`config.mk`:
```
export PLATFORM = sky130hd
export DESIGN_NAME = spc_cmd_parser
export DESIGN_NICKNAME = d
export VERILOG_FILES = /design/src/rtl/spc_pkg.sv /design/src/rtl/spc_kw_match.sv /design/src/rtl/spc_cal_store.sv /design/src/rtl/spc_cmd_parser.sv
export VERILOG_INCLUDE_DIRS = /design/src /design/src/rtl
export SDC_FILE = /design/constraint.sdc
export NUM_CORES = 1
export LEC_CHECK = 0
export ABC_AREA = 1
export BUFFER_PORTS_ARGS = -buffer_cell sky130_fd_sc_hd__buf_2
export CAP_MARGIN = 20
export CELL_PAD_IN_SITES_DETAIL_PLACEMENT = 2
export CELL_PAD_IN_SITES_GLOBAL_PLACEMENT = 2
export CORE_MARGIN = 5
export CORE_UTILIZATION = 33
export DETAILED_ROUTE_END_ITERATION = 10
export GPL_TIMING_DRIVEN = 0
export HOLD_SLACK_MARGIN = 0.08
export PLACE_DENSITY_LB_ADDON = 0.1
export SLEW_MARGIN = 20
export SYNTH_ARGS = -nofsm -noshare
export SYNTH_HDL_FRONTEND = slang
export SYNTH_SLANG_ARGS = --single-unit
export TNS_END_PERCENT = 1
```
`constraint.sdc`:
```
create_clock -name sys_clk_i -period 7.5 [get_ports sys_clk_i]
set_input_delay 0.375 -clock sys_clk_i [delete_from_list [all_inputs] [get_ports sys_clk_i]]
set_output_delay 0.375 -clock sys_clk_i [all_outputs]
set_load 0.02 [all_outputs]
```
`src/rtl/spc_consts.svh`:
```
// Constants shared by the command parser files
`ifndef SPC_CONSTS_SVH
`define SPC_CONSTS_SVH

// ****************************************************************
// Character codes
// ****************************************************************
`define SPC_CH_COLON   8'h3A
`define SPC_CH_SEMI    8'h3B
`define SPC_CH_SPACE   8'h20
`define SPC_CH_COMMA   8'h2C
`define SPC_CH_QMARK   8'h3F
`define SPC_CH_STAR    8'h2A
`define SPC_CH_LF      8'h0A
`define SPC_CH_CR      8'h0D
`define SPC_CH_MINUS   8'h2D
`define SPC_CH_0       8'h30
`define SPC_CH_9       8'h39
`define SPC_CH_UP_A    8'h41
`define SPC_CH_UP_Z    8'h5A
`define SPC_CH_LO_A    8'h61
`define SPC_CH_LO_Z    8'h7A
`define SPC_CASE_MASK  8'hDF

// ****************************************************************
// Keyword buffer and lengths
// ****************************************************************
`define SPC_KW_BITS     96
`define SPC_KW_LEN_MAX  4'hC
`define SPC_CMN_LET_MAX 4'h4
`define SPC_CMN_LEN_MIN 4'h4
`define SPC_CMN_LEN_MAX 4'h5
`define SPC_RADIX       16'h000A

// ****************************************************************
// Command tree node codes
// ****************************************************************
`define SPC_NODE_W      4
`define SPC_NODE_COUNT  10
`define SPC_N_ROOT      4'h0
`define SPC_N_CAL       4'h1
`define SPC_N_RESTORE   4'h2
`define SPC_N_DEFAULT   4'h3
`define SPC_N_VOLT      4'h4
`define SPC_N_CURR      4'h5
`define SPC_N_SYST      4'h6
`define SPC_N_ERR       4'h7
`define SPC_N_NEXT      4'h8
`define SPC_N_OUTP      4'h9
`define SPC_N_STATE     4'hA

// ****************************************************************
// Parameter words and error codes (two's complement)
// ****************************************************************
`define SPC_WORD_MIN    32'h004D494E
`define SPC_WORD_MAX    32'h004D4158
`define SPC_WORD_DEF    32'h00444546
`define SPC_ERR_SYNTAX  16'hFF9A
`define SPC_ERR_UNDEF   16'hFF8F
`define SPC_ERR_SUFFIX  16'hFF7D

// ****************************************************************
// Calibration defaults
// ****************************************************************
`define SPC_CAL_GAIN_UNITY  16'h2710
`define SPC_CAL_OFFSET_ZERO 16'h0000

`endif

```
`src/rtl/spc_pkg.sv`:
```
// Types shared by the command parser files
`include "spc_consts.svh"
package spc_pkg;
	typedef logic [`SPC_NODE_W-1:0] spc_node_t;
	typedef enum logic [1:0] {SPC_ST_HDR, SPC_ST_PRM, SPC_ST_SKIP} spc_state_t;
	typedef enum logic [2:0] {SPC_PK_NUM, SPC_PK_MIN, SPC_PK_MAX, SPC_PK_DEF, SPC_PK_WORD} spc_pkind_t;
	typedef struct packed {
		spc_node_t                parent;
		logic [`SPC_KW_BITS-1:0]  text;
		logic [3:0]               llen;
		logic [3:0]               slen;
		spc_node_t                dflt;
		logic                     param;
	} spc_kw_t;
endpackage

```
`src/rtl/spc_kw_match.sv`:
```
// Keyword table lookup against the collected header keyword
`include "spc_consts.svh"
module spc_kw_match (
	input  wire logic [`SPC_KW_BITS-1:0] kw_i,
	input  wire logic [3:0]              len_i,
	input  wire spc_pkg::spc_node_t      parent_i,
	input  wire spc_pkg::spc_node_t      attr_i,
	output logic                         hit_o,
	output spc_pkg::spc_node_t           node_o,
	output spc_pkg::spc_node_t           dflt_o,
	output logic                         param_o
);
	import spc_pkg::*;

	// ****************************************************************
	// Keyword table: parent, long form, lengths, default child
	// ****************************************************************
	function automatic spc_kw_t kw_entry(input spc_node_t n);
		case (n)
			`SPC_N_CAL:     kw_entry = '{`SPC_N_ROOT, "CALIBRATION", 4'hB, 4'h3, `SPC_N_ROOT, 1'b0};
			`SPC_N_RESTORE: kw_entry = '{`SPC_N_CAL, "RESTORE", 4'h7, 4'h4, `SPC_N_ROOT, 1'b0};
			`SPC_N_DEFAULT: kw_entry = '{`SPC_N_CAL, "DEFAULT", 4'h7, 4'h3, `SPC_N_ROOT, 1'b0};
			`SPC_N_VOLT:    kw_entry = '{`SPC_N_ROOT, "VOLTAGE", 4'h7, 4'h4, `SPC_N_ROOT, 1'b1};
			`SPC_N_CURR:    kw_entry = '{`SPC_N_ROOT, "CURRENT", 4'h7, 4'h4, `SPC_N_ROOT, 1'b1};
			`SPC_N_SYST:    kw_entry = '{`SPC_N_ROOT, "SYSTEM", 4'h6, 4'h4, `SPC_N_ROOT, 1'b0};
			`SPC_N_ERR:     kw_entry = '{`SPC_N_SYST, "ERROR", 4'h5, 4'h3, `SPC_N_NEXT, 1'b0};
			`SPC_N_NEXT:    kw_entry = '{`SPC_N_ERR, "NEXT", 4'h4, 4'h4, `SPC_N_ROOT, 1'b0};
			`SPC_N_OUTP:    kw_entry = '{`SPC_N_ROOT, "OUTPUT", 4'h6, 4'h4, `SPC_N_STATE, 1'b0};
			`SPC_N_STATE:   kw_entry = '{`SPC_N_OUTP, "STATE", 4'h5, 4'h4, `SPC_N_ROOT, 1'b1};
			default:        kw_entry = '0;
		endcase
	endfunction

	logic [`SPC_NODE_COUNT:1] hit_v;
	spc_kw_t                  attr_e;

	// ****************************************************************
	// Per entry compare: exact long form or exact short form only
	// ****************************************************************
	for (genvar g = 1; g <= `SPC_NODE_COUNT; g++) begin : g_kw
		spc_kw_t e;
		assign e = kw_entry(spc_node_t'(g));
		assign hit_v[g] = (e.parent == parent_i) && ((kw_i == e.text) ||
			((len_i == e.slen) && (kw_i == (e.text >> {e.llen - e.slen, 3'b000}))));
	end

	// First hit wins
	always_comb begin
		hit_o  = 1'b0;
		node_o = `SPC_N_ROOT;
		for (int i = 1; i <= `SPC_NODE_COUNT; i++) begin
			if (hit_v[i] && !hit_o) begin
				hit_o  = 1'b1;
				node_o = spc_node_t'(i);
			end
		end
	end

	// Attributes of the node being finished
	assign attr_e  = kw_entry(attr_i);
	assign dflt_o  = attr_e.dflt;
	assign param_o = attr_e.param;
endmodule

```
`src/rtl/spc_cal_store.sv`:
```
// Calibration coefficient store with restore, default and boot fallback
`include "spc_consts.svh"
module spc_cal_store #(
	parameter int                            N_COEF    = 4,
	parameter int                            COEF_W    = 16,
	parameter logic [2*N_COEF*COEF_W-1:0]    P_FACTORY = {N_COEF{`SPC_CAL_OFFSET_ZERO, `SPC_CAL_GAIN_UNITY}}
) (
	input  wire logic                        sys_clk_i,
	input  wire logic                        rst_i,
	input  wire logic                        restore_i,
	input  wire logic                        default_i,
	input  wire logic                        boot_done_i,
	input  wire logic                        boot_csum_ok_i,
	input  wire logic [2*N_COEF*COEF_W-1:0]  boot_coef_i,
	output logic      [2*N_COEF*COEF_W-1:0]  coef_o,
	output logic                             flash_fail_message_o,
	output logic                             opt_default_o
);
	import spc_pkg::*;

	// Each pair is {offset, gain}; unity gain and zero offset
	localparam logic [COEF_W-1:0]            GAIN_ONE = COEF_W'(`SPC_CAL_GAIN_UNITY);
	localparam logic [COEF_W-1:0]            OFFS_ZERO = COEF_W'(`SPC_CAL_OFFSET_ZERO);
	localparam logic [2*N_COEF*COEF_W-1:0]   DEF_COEF = {N_COEF{OFFS_ZERO, GAIN_ONE}};

	// ****************************************************************
	// Coefficient register
	// ****************************************************************
	always_ff @(posedge sys_clk_i) begin
		if (rst_i) begin
			coef_o <= DEF_COEF;
		end else if (boot_done_i) begin
			coef_o <= boot_csum_ok_i ? boot_coef_i : DEF_COEF;
		end else if (default_i) begin
			coef_o <= DEF_COEF;
		end else if (restore_i) begin
			coef_o <= P_FACTORY;
		end
	end

	// Flash failure indication, held until reset
	always_ff @(posedge sys_clk_i) begin
		if (rst_i) begin
			flash_fail_message_o <= 1'b0;
			opt_default_o        <= 1'b0;
		end else if (boot_done_i && !boot_csum_ok_i) begin
			flash_fail_message_o <= 1'b1;
			opt_default_o        <= 1'b1;
		end
	end
endmodule

```
`src/rtl/spc_cmd_parser.sv`:
```
// Command parser top: header resolution, parameters, errors, calibration
//
// Contract
// - Restore command loads the stored factory calibration coefficients.
// - Default command sets all coefficients to unity gain, zero offset.
// - Bad stored checksum: show flash failure, boot default options and calibration.
// - Only default units; any unit suffix pushes an error.
// - Keyword matching ignores letter case.
// - Keyword must equal its full or 3/4-letter short form exactly.
// - Colon separates keyword levels; space separates header from parameters.
// - Commas split parameters, delivered in received order.
// - After semicolon, next command resolves relative to current subsystem path.
// - Semicolon then colon returns the path to root.
// - Omitted optional keyword or parameter acts as the default one; bare OUTP reports STATE with no default parameter.
// - MIN and MAX substitute the model minimum or maximum value.
// - Question mark queries the setting; with MIN/MAX the limit.
// - Line feed ends message, optional carriage return; executes, path to root.
// - Common commands start with asterisk, 4 or 5 characters long.
`include "spc_consts.svh"
module spc_cmd_parser #(
	parameter int                            N_COEF    = 4,
	parameter int                            COEF_W    = 16,
	parameter logic [15:0]                   P_MIN_VAL = 16'h0000,
	parameter logic [15:0]                   P_MAX_VAL = 16'h7FFF,
	parameter logic [2*N_COEF*COEF_W-1:0]    P_FACTORY = {N_COEF{`SPC_CAL_OFFSET_ZERO, `SPC_CAL_GAIN_UNITY}}
) (
	input  wire logic                        sys_clk_i,
	input  wire logic                        rst_i,
	input  wire logic                        rx_valid_i,
	input  wire logic [7:0]                  rx_char_i,
	input  wire logic                        boot_done_i,
	input  wire logic                        boot_csum_ok_i,
	input  wire logic [2*N_COEF*COEF_W-1:0]  boot_coef_i,
	output logic                             cmd_valid_o,
	output spc_pkg::spc_node_t               cmd_node_o,
	output logic                             cmd_query_o,
	output logic                             cmd_common_o,
	output logic [31:0]                      cmd_code_o,
	output logic                             prm_valid_o,
	output logic [3:0]                       prm_index_o,
	output spc_pkg::spc_pkind_t              prm_kind_o,
	output logic [15:0]                      prm_value_o,
	output logic                             err_push_o,
	output logic [15:0]                      err_code_o,
	output logic                             msg_exec_o,
	output logic [2*N_COEF*COEF_W-1:0]       cal_coef_o,
	output logic                             flash_fail_message_o,
	output logic                             opt_default_o
);
	import spc_pkg::*;

	// ****************************************************************
	// State
	// ****************************************************************
	spc_state_t                state_q;
	logic [`SPC_KW_BITS-1:0]   kw_q;
	logic [3:0]                kw_len_q;
	logic                      first_q;
	logic                      common_q;
	logic                      query_q;
	spc_node_t                 node_q;
	spc_node_t                 par_q;
	spc_node_t                 path_q;
	logic [3:0]                prm_idx_q;
	logic [15:0]               val_q;
	logic                      neg_q;
	logic                      dig_q;
	logic [31:0]               word_q;
	logic                      cal_rest_q;
	logic                      cal_def_q;

	logic [7:0]                up_c;
	logic                      is_let, is_dig, is_col, is_sp, is_qm, is_semi, is_lf, is_cr;
	logic                      is_comma, is_star, is_minus, hdr_sep, cmn_ok, restart;
	logic                      m_hit, a_param;
	spc_node_t                 m_node, a_dflt, cur_node, fin_node, leaf_par, path_d, out_node;
	logic                      a_let, a_star, a_root, a_res, a_qm, a_hdr2prm, a_cmd, a_def;
	logic                      a_prm, a_dig, a_neg, a_wl, a_err;
	logic [15:0]               err_c;
	spc_pkind_t                pk;
	logic [15:0]               pv;

	// ****************************************************************
	// Character classes
	// ****************************************************************
	// fold lower case to upper
	assign up_c     = (rx_char_i >= `SPC_CH_LO_A && rx_char_i <= `SPC_CH_LO_Z) ? (rx_char_i & `SPC_CASE_MASK)
	                                                                           : rx_char_i;
	assign is_let   = (up_c >= `SPC_CH_UP_A) && (up_c <= `SPC_CH_UP_Z);
	assign is_dig   = (up_c >= `SPC_CH_0) && (up_c <= `SPC_CH_9);
	assign is_col   = (up_c == `SPC_CH_COLON);
	assign is_sp    = (up_c == `SPC_CH_SPACE);
	assign is_qm    = (up_c == `SPC_CH_QMARK);
	assign is_semi  = (up_c == `SPC_CH_SEMI);
	assign is_lf    = (up_c == `SPC_CH_LF);
	assign is_cr    = (up_c == `SPC_CH_CR);
	assign is_comma = (up_c == `SPC_CH_COMMA);
	assign is_star  = (up_c == `SPC_CH_STAR);
	assign is_minus = (up_c == `SPC_CH_MINUS);
	assign hdr_sep  = is_col || is_sp || is_qm || is_semi || is_lf;
	// asterisk plus letters plus query mark is 4 or 5
	assign cmn_ok   = ((4'(kw_len_q + 4'h1 + {3'b000, query_q})) >= `SPC_CMN_LEN_MIN) &&
	                  ((4'(kw_len_q + 4'h1 + {3'b000, query_q})) <= `SPC_CMN_LEN_MAX);
	assign restart  = rx_valid_i && (is_semi || is_lf);

	// ****************************************************************
	// Keyword lookup
	// ****************************************************************
	spc_kw_match u_match (
		.kw_i     (kw_q),
		.len_i    (kw_len_q),
		.parent_i (node_q),
		.attr_i   (cur_node),
		.hit_o    (m_hit),
		.node_o   (m_node),
		.dflt_o   (a_dflt),
		.param_o  (a_param)
	);

	assign cur_node = (kw_len_q != 4'h0) ? m_node : node_q;
	// omitted optional keyword takes the default child
	assign fin_node = common_q ? `SPC_N_ROOT : ((a_dflt != `SPC_N_ROOT) ? a_dflt : cur_node);
	assign leaf_par = (state_q == SPC_ST_HDR && kw_len_q != 4'h0) ? node_q : par_q;
	// semicolon keeps the subsystem of the last command
	assign path_d   = is_lf ? `SPC_N_ROOT : ((a_cmd && !common_q) ? leaf_par : path_q);
	assign out_node = (state_q == SPC_ST_PRM) ? node_q : fin_node;

	// ****************************************************************
	// Per character decode into actions
	// ****************************************************************
	always_comb begin
		a_let = 1'b0; a_star = 1'b0; a_root = 1'b0; a_res = 1'b0; a_qm = 1'b0;
		a_hdr2prm = 1'b0; a_cmd = 1'b0; a_def = 1'b0; a_prm = 1'b0; a_dig = 1'b0;
		a_neg = 1'b0; a_wl = 1'b0; a_err = 1'b0; err_c = `SPC_ERR_SYNTAX;
		if (rx_valid_i && !is_cr) begin
			unique case (state_q)
				SPC_ST_HDR: begin
					if (common_q) begin
						if (is_let && !query_q && kw_len_q < `SPC_CMN_LET_MAX) a_let = 1'b1;
						else if (is_qm && !query_q) a_qm = 1'b1;
						else if ((is_sp || is_semi || is_lf) && cmn_ok) begin
							a_hdr2prm = is_sp;
							a_cmd     = !is_sp;
						end else begin
							a_err = 1'b1;
							err_c = `SPC_ERR_UNDEF;
						end
					end else if (is_let && !query_q) begin
						if (kw_len_q == `SPC_KW_LEN_MAX) begin
							a_err = 1'b1;
							err_c = `SPC_ERR_UNDEF;
						end else begin
							a_let = 1'b1;
						end
					end else if (is_sp && first_q) begin
						a_let = 1'b0;
					end else if (is_star && first_q) begin
						a_star = 1'b1;
					end else if (is_col && first_q) begin
						a_root = 1'b1;
					end else if (hdr_sep && kw_len_q != 4'h0 && !m_hit) begin
						a_err = 1'b1;
						err_c = `SPC_ERR_UNDEF;
					end else if (hdr_sep && kw_len_q != 4'h0) begin
						a_res     = 1'b1;
						a_qm      = is_qm;
						a_hdr2prm = is_sp;
						a_cmd     = is_semi || is_lf;
						a_def     = (is_semi || is_lf) && a_param;
					end else if ((is_sp || is_semi || is_lf) && query_q) begin
						// query with optional MIN or MAX
						a_hdr2prm = is_sp;
						a_cmd     = !is_sp;
					end else if (!((is_semi || is_lf) && first_q)) begin
						a_err = 1'b1;
					end
				end
				SPC_ST_PRM: begin
					if (is_dig && word_q == 32'h00000000) a_dig = 1'b1;
					else if (is_minus && !dig_q && word_q == 32'h00000000 && !neg_q) a_neg = 1'b1;
					else if (is_let && dig_q) begin
						a_err = 1'b1;
						err_c = `SPC_ERR_SUFFIX;
					end else if (is_let) a_wl = 1'b1;
					else if (is_sp) a_wl = 1'b0;
					else if (is_comma) a_prm = 1'b1;
					else if (is_semi || is_lf) begin
						a_prm = 1'b1;
						a_cmd = 1'b1;
					end else a_err = 1'b1;
				end
				SPC_ST_SKIP: begin
					a_err = 1'b0;
				end
			endcase
		end
	end

	// ****************************************************************
	// Parameter value
	// ****************************************************************
	always_comb begin
		pk = SPC_PK_NUM;
		pv = neg_q ? 16'(16'h0000 - val_q) : val_q;
		// MIN and MAX substitute model limits
		if (!dig_q && word_q == 32'h00000000) begin
			pk = SPC_PK_DEF;
			pv = 16'h0000;
		end else if (word_q == `SPC_WORD_MIN) begin
			pk = SPC_PK_MIN;
			pv = P_MIN_VAL;
		end else if (word_q == `SPC_WORD_MAX) begin
			pk = SPC_PK_MAX;
			pv = P_MAX_VAL;
		end else if (word_q == `SPC_WORD_DEF) begin
			pk = SPC_PK_DEF;
			pv = 16'h0000;
		end else if (word_q != 32'h00000000) begin
			pk = SPC_PK_WORD;
			pv = 16'h0000;
		end
	end

	// ****************************************************************
	// Header registers
	// ****************************************************************
	always_ff @(posedge sys_clk_i) begin
		if (rst_i) begin
			state_q  <= SPC_ST_HDR;
			kw_q     <= '0;
			kw_len_q <= 4'h0;
			first_q  <= 1'b1;
			common_q <= 1'b0;
			query_q  <= 1'b0;
			node_q   <= `SPC_N_ROOT;
			par_q    <= `SPC_N_ROOT;
		end else if (restart) begin
			state_q  <= SPC_ST_HDR;
			kw_q     <= '0;
			kw_len_q <= 4'h0;
			first_q  <= 1'b1;
			common_q <= 1'b0;
			query_q  <= 1'b0;
			node_q   <= path_d;
			par_q    <= path_d;
		end else if (a_err) begin
			state_q <= SPC_ST_SKIP;
		end else begin
			if (a_let || a_star || a_root) first_q <= 1'b0;
			if (a_let) begin
				kw_q     <= {kw_q[`SPC_KW_BITS-9:0], up_c};
				kw_len_q <= 4'(kw_len_q + 4'h1);
			end
			if (a_star) common_q <= 1'b1;
			if (a_root) begin
				node_q <= `SPC_N_ROOT;
				par_q  <= `SPC_N_ROOT;
			end
			if (a_res) begin
				node_q   <= m_node;
				par_q    <= node_q;
				kw_q     <= '0;
				kw_len_q <= 4'h0;
			end
			if (a_qm) query_q <= 1'b1;
			if (a_hdr2prm) begin
				node_q  <= fin_node;
				state_q <= SPC_ST_PRM;
			end
		end
	end

	// Command path kept between commands of one message
	always_ff @(posedge sys_clk_i) begin
		if (rst_i) path_q <= `SPC_N_ROOT;
		else if (restart) path_q <= path_d;
	end

	// ****************************************************************
	// Parameter registers
	// ****************************************************************
	always_ff @(posedge sys_clk_i) begin
		if (rst_i || restart || a_prm) begin
			val_q     <= 16'h0000;
			neg_q     <= 1'b0;
			dig_q     <= 1'b0;
			word_q    <= 32'h00000000;
			prm_idx_q <= (rst_i || restart) ? 4'h0 : 4'(prm_idx_q + 4'h1);
		end else begin
			if (a_dig) begin
				val_q <= 16'(val_q * `SPC_RADIX + {8'h00, 8'(up_c - `SPC_CH_0)});
				dig_q <= 1'b1;
			end
			if (a_neg) neg_q <= 1'b1;
			if (a_wl) word_q <= {word_q[23:0], up_c};
		end
	end

	// ****************************************************************
	// Output events
	// ****************************************************************
	always_ff @(posedge sys_clk_i) begin
		if (rst_i) begin
			cmd_valid_o  <= 1'b0;
			cmd_node_o   <= `SPC_N_ROOT;
			cmd_query_o  <= 1'b0;
			cmd_common_o <= 1'b0;
			cmd_code_o   <= 32'h00000000;
			prm_valid_o  <= 1'b0;
			prm_index_o  <= 4'h0;
			prm_kind_o   <= SPC_PK_NUM;
			prm_value_o  <= 16'h0000;
			err_push_o   <= 1'b0;
			err_code_o   <= 16'h0000;
			msg_exec_o   <= 1'b0;
			cal_rest_q   <= 1'b0;
			cal_def_q    <= 1'b0;
		end else begin
			cmd_valid_o <= a_cmd;
			if (a_cmd) begin
				cmd_node_o   <= out_node;
				cmd_query_o  <= query_q;
				cmd_common_o <= common_q;
				cmd_code_o   <= kw_q[31:0];
			end
			prm_valid_o <= a_prm || a_def;
			if (a_prm || a_def) begin
				prm_index_o <= a_def ? 4'h0 : prm_idx_q;
				prm_kind_o  <= a_def ? SPC_PK_DEF : pk;
				prm_value_o <= a_def ? 16'h0000 : pv;
			end
			err_push_o <= a_err;
			if (a_err) err_code_o <= err_c;
			msg_exec_o <= rx_valid_i && is_lf;
			cal_rest_q <= a_cmd && !common_q && !query_q && out_node == `SPC_N_RESTORE;
			cal_def_q  <= a_cmd && !common_q && !query_q && out_node == `SPC_N_DEFAULT;
		end
	end

	// ****************************************************************
	// Calibration store
	// ****************************************************************
	spc_cal_store #(
		.N_COEF    (N_COEF),
		.COEF_W    (COEF_W),
		.P_FACTORY (P_FACTORY)
	) u_cal (
		.sys_clk_i            (sys_clk_i),
		.rst_i                (rst_i),
		.restore_i            (cal_rest_q),
		.default_i            (cal_def_q),
		.boot_done_i          (boot_done_i),
		.boot_csum_ok_i       (boot_csum_ok_i),
		.boot_coef_i          (boot_coef_i),
		.coef_o               (cal_coef_o),
		.flash_fail_message_o (flash_fail_message_o),
		.opt_default_o        (opt_default_o)
	);
endmodule

```
# Yosys cells after proc, flatten, opt, wreduce, memory -nomap -nowiden
# Memories as Yosys holds them, arrays and structs flattened.
# Index checks and enable logic that the tools add are counted.
# Widths: inputs -> output; s select.
# word_totals
regBits,383
romBits,1056
in_bits,141
output_inout_bits,211
wordCells,409
n_memories,1
# classes
add_sub_neg,6
n_mul,1
magnitude_cmp,9
n_eq_ne,43
n_mux,199
bitwise_logic,1
n_reduce_logical,118
# memory_table
memory,depth,width,read_ports,rd_ports_with_merged_regs,write_ports,line_no,text
(name not given),16,66,1,0,0,spc_kw_match.sv:19,case (n)
# op_table
cell,n
$eq 96x31->1 const B,7
$mux 128,4
$eq 96x55->1 const B,4
$eq 96x23->1 const B,3
$eq 96x39->1 const B,2
$eq 96x47->1 const B,2
$mux 96,2
$mux 16,10
$mux 1,133
$mux 4,27
$eq 32x23->1 const B,3
$eq 96x87->1 const B,1
$logic_and 1x1->1,60
$eq 8x6->1 const B,7
$mux 5,8
$logic_not 32->1,1
$pmux 16 s2,1
$reduce_bool 32->1,1
$mux 8,3
$logic_or 1x1->1,22
$mux 3,6
$logic_not 1->1,17
$add 16x8->16,1
$eq 8x4->1 const B,2
34 further kinds,50

# Logic depth before layout (Yosys ltp)
# Gate-level depths: netlist (run 1).
# logic_depth
depth_word,46
ltp_mapped,28
mapped_depth_nobuf,27

# Modules after synthesis
# Synthesis (run 1) repeated with hierarchy kept, for this count alone.
# unflattened
hier_cells,2695
area_unflattened_um2,18490.2
# by_module_without_submodules
mod,instances,cells_per_inst,area_each_um2,seq_area_each_um2
spc_cmd_parser,1,1673,11851.4,4904.7
spc_cal_store,1,621,4864.7,2582.5
spc_kw_match,1,401,1774.2,0.0

# Worst setup path after synthesis (run 1)
# Ideal clock, no wire load.
# synth_path
path_type,input-to-reg
from,input port rx_char_i[0]
to,register prm_idx_q[0] (enable)
setup_ps,359
arrival_time_ps,2871
required_time_ps,7141
slack_ps,4270
path_stages,14
path_buffers,1
path_cell_list,nor2_1 nand2_1 o211ai_1 and2_4 inv_1 ha_1 a31oi_2 inv_2 nor2_1 inv_2 nor2_1 nor2_1 clkinv_1 clkbuf_1
# synth_between
elab_chain_len,15
word_cells_on_any_way,36
classes_between,order compare: 6; eq/ne: 6; mux: 10; reduce/logical: 14
# synth_lines
element,line_no,text
"start, declared",spc_cmd_parser.sv:30,"input wire logic [7:0] rx_char_i,"
$ge 8x7->1 (no source line) or $le 8x7->1 (tied branches),-,
$logic_and 1x1->1 (no source line) *,-,
$mux 6 *,spc_cmd_parser.sv:87,assign up_c = (rx_char_i >= `SPC_CH_LO_A && rx_char_i <= `SPC_CH_LO_Z) ? (rx_char_i & `SPC_CASE_MASK)
via up_c[5],spc_cmd_parser.sv:72,logic [7:0] up_c;
$eq 8x6->1 (no source line) or $eq 8x4->1 (tied branches),-,
$logic_or 1x1->1,"spc_cmd_parser.sv:104, spc_cmd_parser.sv:187",
$mux 1,spc_cmd_parser.sv:187,else if (is_semi || is_lf) begin
$mux 1,spc_cmd_parser.sv:186,else if (is_comma) a_prm = 1'b1;
$mux 1,spc_cmd_parser.sv:185,else if (is_sp) a_wl = 1'b0;
$mux 1,spc_cmd_parser.sv:184,end else if (is_let) a_wl = 1'b1;
$mux 1,spc_cmd_parser.sv:181,else if (is_let && dig_q) begin
$mux 1,spc_cmd_parser.sv:180,else if (is_minus && !dig_q && word_q == 32'h00000000 && !neg_q) a_neg = 1'b1;
$mux 1,spc_cmd_parser.sv:179,if (is_dig && word_q == 32'h00000000) a_dig = 1'b1;
$mux 1,spc_cmd_parser.sv:136,unique case (state_q)
$mux 1,spc_cmd_parser.sv:135,if (rx_valid_i && !is_cr) begin
$logic_or 1x1->1 *,spc_cmd_parser.sv:283,if (rst_i || restart || a_prm) begin
"end signal, assigned",spc_cmd_parser.sv:288,prm_idx_q <= (rst_i || restart) ? 4'h0 : 4'(prm_idx_q + 4'h1);
"end, declared",spc_cmd_parser.sv:64,logic [3:0] prm_idx_q;
# Mark *: on every way through the listed nets, which the timed path passes. The rest lies on a longest branch.
# A chain may end at the register's enable or synchronous reset.

# Final worst setup path (run 1)
# layout_path
from,input port rx_char_i[2]
to,register prm_idx_q[2] (enable)
# The elaborated chain is that of the path after synthesis.

==> results of run 1 <==
power groups by stage:
stage	sequential (W)	combinational, W	clock (W)
finish	0.00205	0.000480	0.00218
floorplan	0.00211	0.000189	0
CTS	0.00204	0.000456	0.00219
global route	0.00205	0.000505	0.00231
global placement	0.00208	0.000385	0
detailed placement	0.00209	0.000398	0
per-layer routing:
metal  up-vias  global-route usage  wire length [um]
met2       565              0.4952             44220
li1       9511                   -                 -
met1     10260              0.3433             37760
met5         -                   0                24
met4         4              0.1019              3398
met3       193             0.06038              5453
metrics by stage:
step           instances    util  total power [W]  instance area [sq um]
2_1_floorplan       2546       -         0.002304                  18120
3_3_place_gp        3591  0.3832         0.002468                  20740
3_5_place_dp        3592  0.3834         0.002485                  20750
4_1_cts             3790  0.4319         0.004689                  23380
5_1_grt             3798  0.4323         0.004861                  23400
6_report            3799  0.4324         0.004710                  23400
layout make-up:
cell class / count / area [sq um] / area share
clock inverters: 9 / 102.6 / 0.004384
well taps: 696 / 870.8 / 0.03721
repair buffers: 470 / 2959 / 0.1264
plain buffers: 154 / 723.2 / 0.03090
clock buffers: 69 / 1326 / 0.05667
inverters: 236 / 885.9 / 0.03785
diodes: 9 / 22.52 / 0.0009623
flip-flops and latches: 372 / 7487 / 0.3199
multi-input cells: 1784 / 9027 / 0.3857
repair_timing:
item,4_1_cts,5_1_grt
gates resized for setup,0,0
hold endpoints to repair,120,0
hold buffers,120,0
sequential cells by signal, indices dropped and copies added, names as in the netlist, 2 cells and up:
| signal | flops |
|---|---|
| state_q | 2 |
| err_code_o | 5 |
| val_q | 16 |
| kw_q | 96 |
| cmd_node_o | 4 |
| prm_idx_q | 4 |
| prm_kind_o | 3 |
| par_q | 4 |
| cmd_code_o | 32 |
| word_q | 32 |
| prm_index_o | 4 |
| kw_len_q | 4 |
| node_q | 4 |
| prm_value_o | 16 |
| path_q | 4 |
| u_cal.coef_o | 128 |
layout by cell type (no fill, tap or decap), drive strengths merged, types with 6 or more instances in the layout:
cell type and count:
nand3 358, a211oi 18, xor2 22, a21oi 324, nor3 44, inv 233, nand4 29, o21ai 119
nor4 13, nand2 420, clkinv 10, buf 414, dlygate4sd3 120, xnor2 13, o22ai 26, dfxtp 368
clkbuf 159, nor2 316, ha 43, diode 9, nand3b 6
logic make-up after synthesis:
family / after synthesis
buf+inv: 390
simple gates: 1193
xor+xnor: 35
compound gates: 511
flops: 372
fa+ha+maj: 45
worst min-delay path, stage by stage:
cell and delay (ns):
buf_2 0.11, nand3_1 0.08, a21oi_1 0.08
final timing paths:
kind	startpoint	end
setup / recovery	rx_char_i[2]	prm_idx_q[2]
hold / removal	boot_coef_i[49]	u_cal.coef_o[49]
setup reg to reg	state_q[1]	prm_idx_q[2]
hold reg to reg	prm_index_o[2]	prm_index_o[2]
==> results.py, run 1 <==
metrics = {
    "global_routing": {
        "first_global_vias": 22150,
        "grt_pass1_wl_mm": 134.7,
        "overflow": 0,
        "grt_max_degree": 14,
        "antenna_found_initial": 11,
        "grtUsageTotal": 0.2829,
    },
    "finish": {
        "layout-drive-gt1-share": 0.1778,
        "area_growth_pct": 29.14,
        "nets": 3249,
        "fill_cells": 6231,
    },
    "critical_path": {
        "crit_slowest_cell": "nor2_1",
        "cp_top_family": "simple AND/OR/NAND/NOR gates",
        "required_ns": 7.71,
        "slowest_delay_ns": 0.57,
        "end_kind": "flop",
        "crit_type": "in2reg",
        "cp_num_buf_inv": 7,
        "path_cells": "buf_2 > inv_2 > a21oi_1 > nand3_1 > o211ai_1 > and2_4 > inv_1 > ha_1 > a31oi_2 > inv_2 > nor2_1 > inv_2 > nor2_1 > nor2_1 > clkinv_1 > clkbuf_1",
        "cp_max_fo": 13,
        "startpoint_type": "primary input",
        "path_depth": 16,
        "reg2regPathDepth": 10,
        "r2r_slack_ns": 3.76,
        "crit_arrival_ns": 4.61,
    },
    "floorplan": {
        "io_pins": 352,
        "core_area_sq_um": 54130,
        "dieArea_sq_um": 59710,
        "die_h_um": 244.4,
        "core.rowCount": 85,
        "die_x_um": 244.4,
        "initial_core_util": 0.3348,
    },
    "sta": {
        "tightest_slew_ns": 1.063,
        "maxSlewViolCount": 0,
        "fin_crit_sh": 0.5857,
        "relSlewSlack": 0.2915,
        "fin_setup_tns_ns": 0,
        "rsz0062_at_grt": "no",
        "clock.fmax_mhz": 227.7,
        "layout_setup_ws_ns": 3.107,
        "finalHoldViolCount": 0,
        "min_period_ns": 4.393,
        "setup_viol": 0,
        "skew_ns": 0.02096,
        "holdWs_ns": 0.09924,
    },
    "drt": {
        "drt-total-wl_mm": 90.86,
        "drt_iter0_drc": 999,
        "route.antenna.remaining_nets": 0,
        "wl_per_cell_um": 23.92,
        "vias": 20530,
        "drtPass1Iterations": 5,
        "viasPerCell": 5.404,
        "drc": 0,
    },
    "synthesis": {
        "synthTopCellsByCount": "nand2_1 (412), dfxtp_1 (368), nand3_1 (336)",
        "syn_area_per_cell_sq_um": 7.118,
        "syn-instance-count": 2546,
        "synth_compound_area_frac": 0.1536,
        "synth_warnings": 0,
        "muxShareOfSynthArea": 0,
        "async_reset_ff_frac": 0,
        "synth_top_family_by_area": "simple AND/OR/NAND/NOR gates",
        "synth_top_cell_area_share": 0.4065,
        "yosys.area.top_type": "dfxtp_1",
        "ys.flop_type": "dfxtp_1",
        "synthAdderAreaFrac": 0.03190,
        "synth-xor-area-share": 0.01691,
        "ys_seq_area_frac": 0.4131,
        "synthTopCellsByArea": "dfxtp_1 (41%), nand3_1 (9.3%), a21oi_1 (8.9%)",
        "ys_seq_elements": 372,
        "synth_area_sq_um": 18120,
        "synth-simple-area-share": 0.2957,
        "synth.distinct_cells": 57,
        "syn_nets": 2732,
        "yosysMostFrequentCell": "nand2_1",
        "synth_edf_count": 4,
    },
    "clock_tree": {
        "cts_buffers": 45,
        "clockBufferDepth": 3,
        "cts.sinks": 372,
        "root_buffer": "clkbuf_16",
        "clk_pin_slew_worst_paths_ns": 0.07,
        "tritoncts": "built",
        "postCtsSetupRepairBufs": 0,
        "clk-insertion-delay-late_ns": 0.60,
        "cts_htree_levels": 2,
    },
    "power_and_ir_drop": {
        "switching_share": 0.2714,
        "p_seq_frac": 0.435,
        "comb_power_share": 0.102,
        "power_density_nw_per_um2": 201.2,
        "power.internal_w": 0.003432,
        "total_leakage_power_nw": 10.02,
        "power_switching_w": 0.001278,
        "irDropWorstVdd_mv": 0.1369,
        "clock_power_share": 0.463,
    },
    "worst_hold_path": {
        "min_path_cells": 3,
        "min_path_type": "in2reg",
    },
    "job": {
        "cap_violations": 0,
    },
    "placement": {
        "pre_cts_ws_ns": 2.484,
        "hpwl_mm": 63.23,
        "io_buffers": 349,
        "place.gp.congestion": 0.9153,
    },
    "status": {
        "outcome": "finished clean",
    },
}
(Power assumes the default switching activity.)
==> inputs of run 2 (changes only) <==
CORE_UTILIZATION = 31   (was 33)
clock period = 4.23 ns   (was 7.5 ns; I/O delays follow)
==> results.py, run 2 (synthesis gave the netlist of run 1 again) <==
metrics = {
    "power_and_ir_drop": {
        "p_seq_frac": 0.418,
        "irDropWorstVdd_mv": 0.2839,
        "clock_power_share": 0.483,
        "total_leakage_power_nw": 10.19,
        "power_switching_w": 0.002294,
        "power_density_nw_per_um2": 363.0,
        "power.internal_w": 0.006387,
        "switching_share": 0.2642,
        "comb_power_share": 0.099,
        "power.total_w": 0.008681,
    },
    "finish": {
        "layout_common_cells": "nand2_1 (412), buf_2 (375), dfxtp_1 (368), nand3_1 (335), a21oi_1 (323)",
        "layout-drive-gt1-share": 0.1819,
        "largest_reg_flops": 128,
        "nets": 3273,
        "area_growth_pct": 31.94,
        "finalInstanceArea_sq_um": 23910,
        "top_regs": "u_cal.coef_o (128), kw_q (96)",
        "regMostFlops": "u_cal.coef_o",
        "fill_cells": 6752,
        "final_common_cell": "nand2_1",
    },
    "clock_tree": {
        "clk_pin_slew_worst_paths_ns": 0.06,
        "clk-insertion-delay-late_ns": 0.59,
        "postCtsSetupRepairBufs": 0,
        "clockBufferDepth": 3,
        "cts_buffers": 45,
        "cts.sinks": 372,
        "tritoncts": "built",
        "root_buffer": "clkbuf_16",
        "cts_htree_levels": 2,
    },
    "worst_hold_path": {
        "hold_start": "rx_char_i[6]",
        "whs_endpoint": "msg_exec_o",
        "min_path_cells": 6,
        "min_path_type": "in2reg",
    },
    "critical_path": {
        "crit_arrival_ns": 4.51,
        "path_cells": "dlygate4sd3_1 > buf_2 > nand3_1 > o211ai_1 > and2_4 > inv_1 > ha_1 > a31oi_4 > inv_2 > nor2_1 > inv_2 > a21oi_1 > nand2_1 > o22ai_2 > nand2_8 > nand2_4 > inv_2 > buf_2 > nand3_1 > dlygate4sd3_1 > a21oi_1",
        "crit_slowest_cell": "dlygate4sd3_1",
        "end_kind": "flop",
        "cp_max_fo": 10,
        "cp_top_family": "buffers and inverters",
        "r2r_slack_ns": 0.23,
        "crit_type": "in2reg",
        "rr_endpoint": "kw_q[0]",
        "reg2regPathDepth": 26,
        "cpMostUsedCell": "inv_2",
        "cp_num_buf_inv": 8,
        "required_ns": 4.70,
        "slowest_delay_ns": 0.57,
        "r2r_start": "kw_len_q[0]",
        "startpoint_type": "primary input",
    },
    "drt": {
        "drc": 0,
        "vias": 20370,
        "drt-total-wl_mm": 90.01,
        "drtPass1Iterations": 5,
        "route.antenna.remaining_nets": 0,
        "viasPerCell": 5.233,
        "drt_iter0_drc": 966,
        "wl_per_cell_um": 23.12,
    },
    "global_routing": {
        "grt_max_degree": 14,
        "grt_pass1_wl_mm": 135.9,
        "overflow": 0,
        "grtUsageTotal": 0.2692,
        "first_global_vias": 22110,
        "antenna_found_initial": 7,
    },
    "placement": {
        "hpwl_mm": 62.63,
        "pre_cts_ws_ns": -0.6776,
        "postPlaceCellArea_sq_um": 20830,
        "io_buffers": 349,
        "place.gp.congestion": 0.8966,
    },
    "sta": {
        "min_period_ns": 4.039,
        "holdWs_ns": 0.1604,
        "rsz0062_at_grt": "yes",
        "maxSlewViolCount": 0,
        "fin_setup_tns_ns": 0,
        "clock.fmax_mhz": 247.6,
        "fin_crit_sh": 0.9548,
        "tightest_slew_ns": 1.288,
        "skew_ns": 0.02385,
        "layout_setup_ws_ns": 0.1914,
        "relSlewSlack": 0.1381,
        "setup_viol": 0,
        "finalHoldViolCount": 0,
    },
    "job": {
        "cap_violations": 0,
    },
    "floorplan": {
        "core_area_sq_um": 57810,
        "die_h_um": 251.8,
        "die_x_um": 251.8,
        "dieArea_sq_um": 63400,
        "initial_core_util": 0.3135,
        "io_pins": 352,
        "core.rowCount": 88,
    },
    "status": {
        "outcome": "finished clean",
    },
}
[run 2: changes by cell type in the layout (fill, tap and decap cells not counted), sizes merged]
| cell | previous run | this run |
|---|---|---|
| dlygate4sd3 | 120 | 145 |
| clkinv | 10 | 14 |
| diode | 9 | 5 |
| bufinv | 1 | 4 |
| clkbuf | 159 | 156 |
| buf | 414 | 413 |
| inv | 233 | 234 |
[run 2: tightest hold or removal path: stages]
cell	delay, ns
buf_2	0.12
nor2_4	0.08
inv_2	0.05
nor3_1	0.05
inv_2	0.11
nor3_1	0.06
[run 2: through the flow]
stage,cells,util
finish,3893,0.4137
global route,3893,0.4137
CTS,3888,0.4130
detailed placement,3660,0.3603
global placement,3660,0.3603
floorplan,2546,-
[run 2: repair_timing]
action,4_1_cts,5_1_grt
hold buffers,145,0
resized for setup,1,8
endpoints found under the setup margin,4,63
pin swaps,0,0
hold endpoints to repair,139,0
[run 2: layer usage]
layer | global-route usage | wire, um | up-vias
li1 | - | - | 9558
met1 | 0.3368 | 38740 | 10080
met2 | 0.4690 | 43550 | 565
met3 | 0.04979 | 4631 | 166
met4 | 0.08933 | 3070 | 4
met5 | 0 | 21 | -
[run 2: cell type report]
class | instances | area (sq um) | area share
multi-input combinational | 1784 | 9051 | 0.3785
sequential | 372 | 7487 | 0.3131
timing repair buffer | 494 | 3198 | 0.1337
clock buffer | 66 | 1376 | 0.05756
tap | 765 | 957.2 | 0.04003
inverter | 236 | 885.9 | 0.03705
buffer | 154 | 725.7 | 0.03035
clock inverter | 17 | 217.7 | 0.009105
antenna | 5 | 12.51 | 0.0005233
[run 2: how the worst max path moves through the flow]
stage,start,endpoint,slack [ns],cells after the start
6_report,rx_char_i[4],kw_q[0],0.19,21
2_1_floorplan,rx_char_i[0],prm_idx_q[0],1.16,14
4_1_cts,rx_char_i[4],path_q[3],0.03,18
3_3_place_gp,rx_char_i[2],prm_idx_q[3],-0.54,16
5_1_grt,rx_char_i[4],kw_q[0],-0.05,21
3_5_place_dp,rx_char_i[2],prm_idx_q[3],-0.68,16
[run 2: power groups by stage]
stage | registers (W) | logic (W) | clock network (W)
CTS | 0.00362 | 0.000821 | 0.00424
finish | 0.00363 | 0.000856 | 0.00420
floorplan | 0.00375 | 0.000336 | 0
detailed placement | 0.00370 | 0.000702 | 0
global placement | 0.00369 | 0.000684 | 0
global route | 0.00363 | 0.000907 | 0.00442
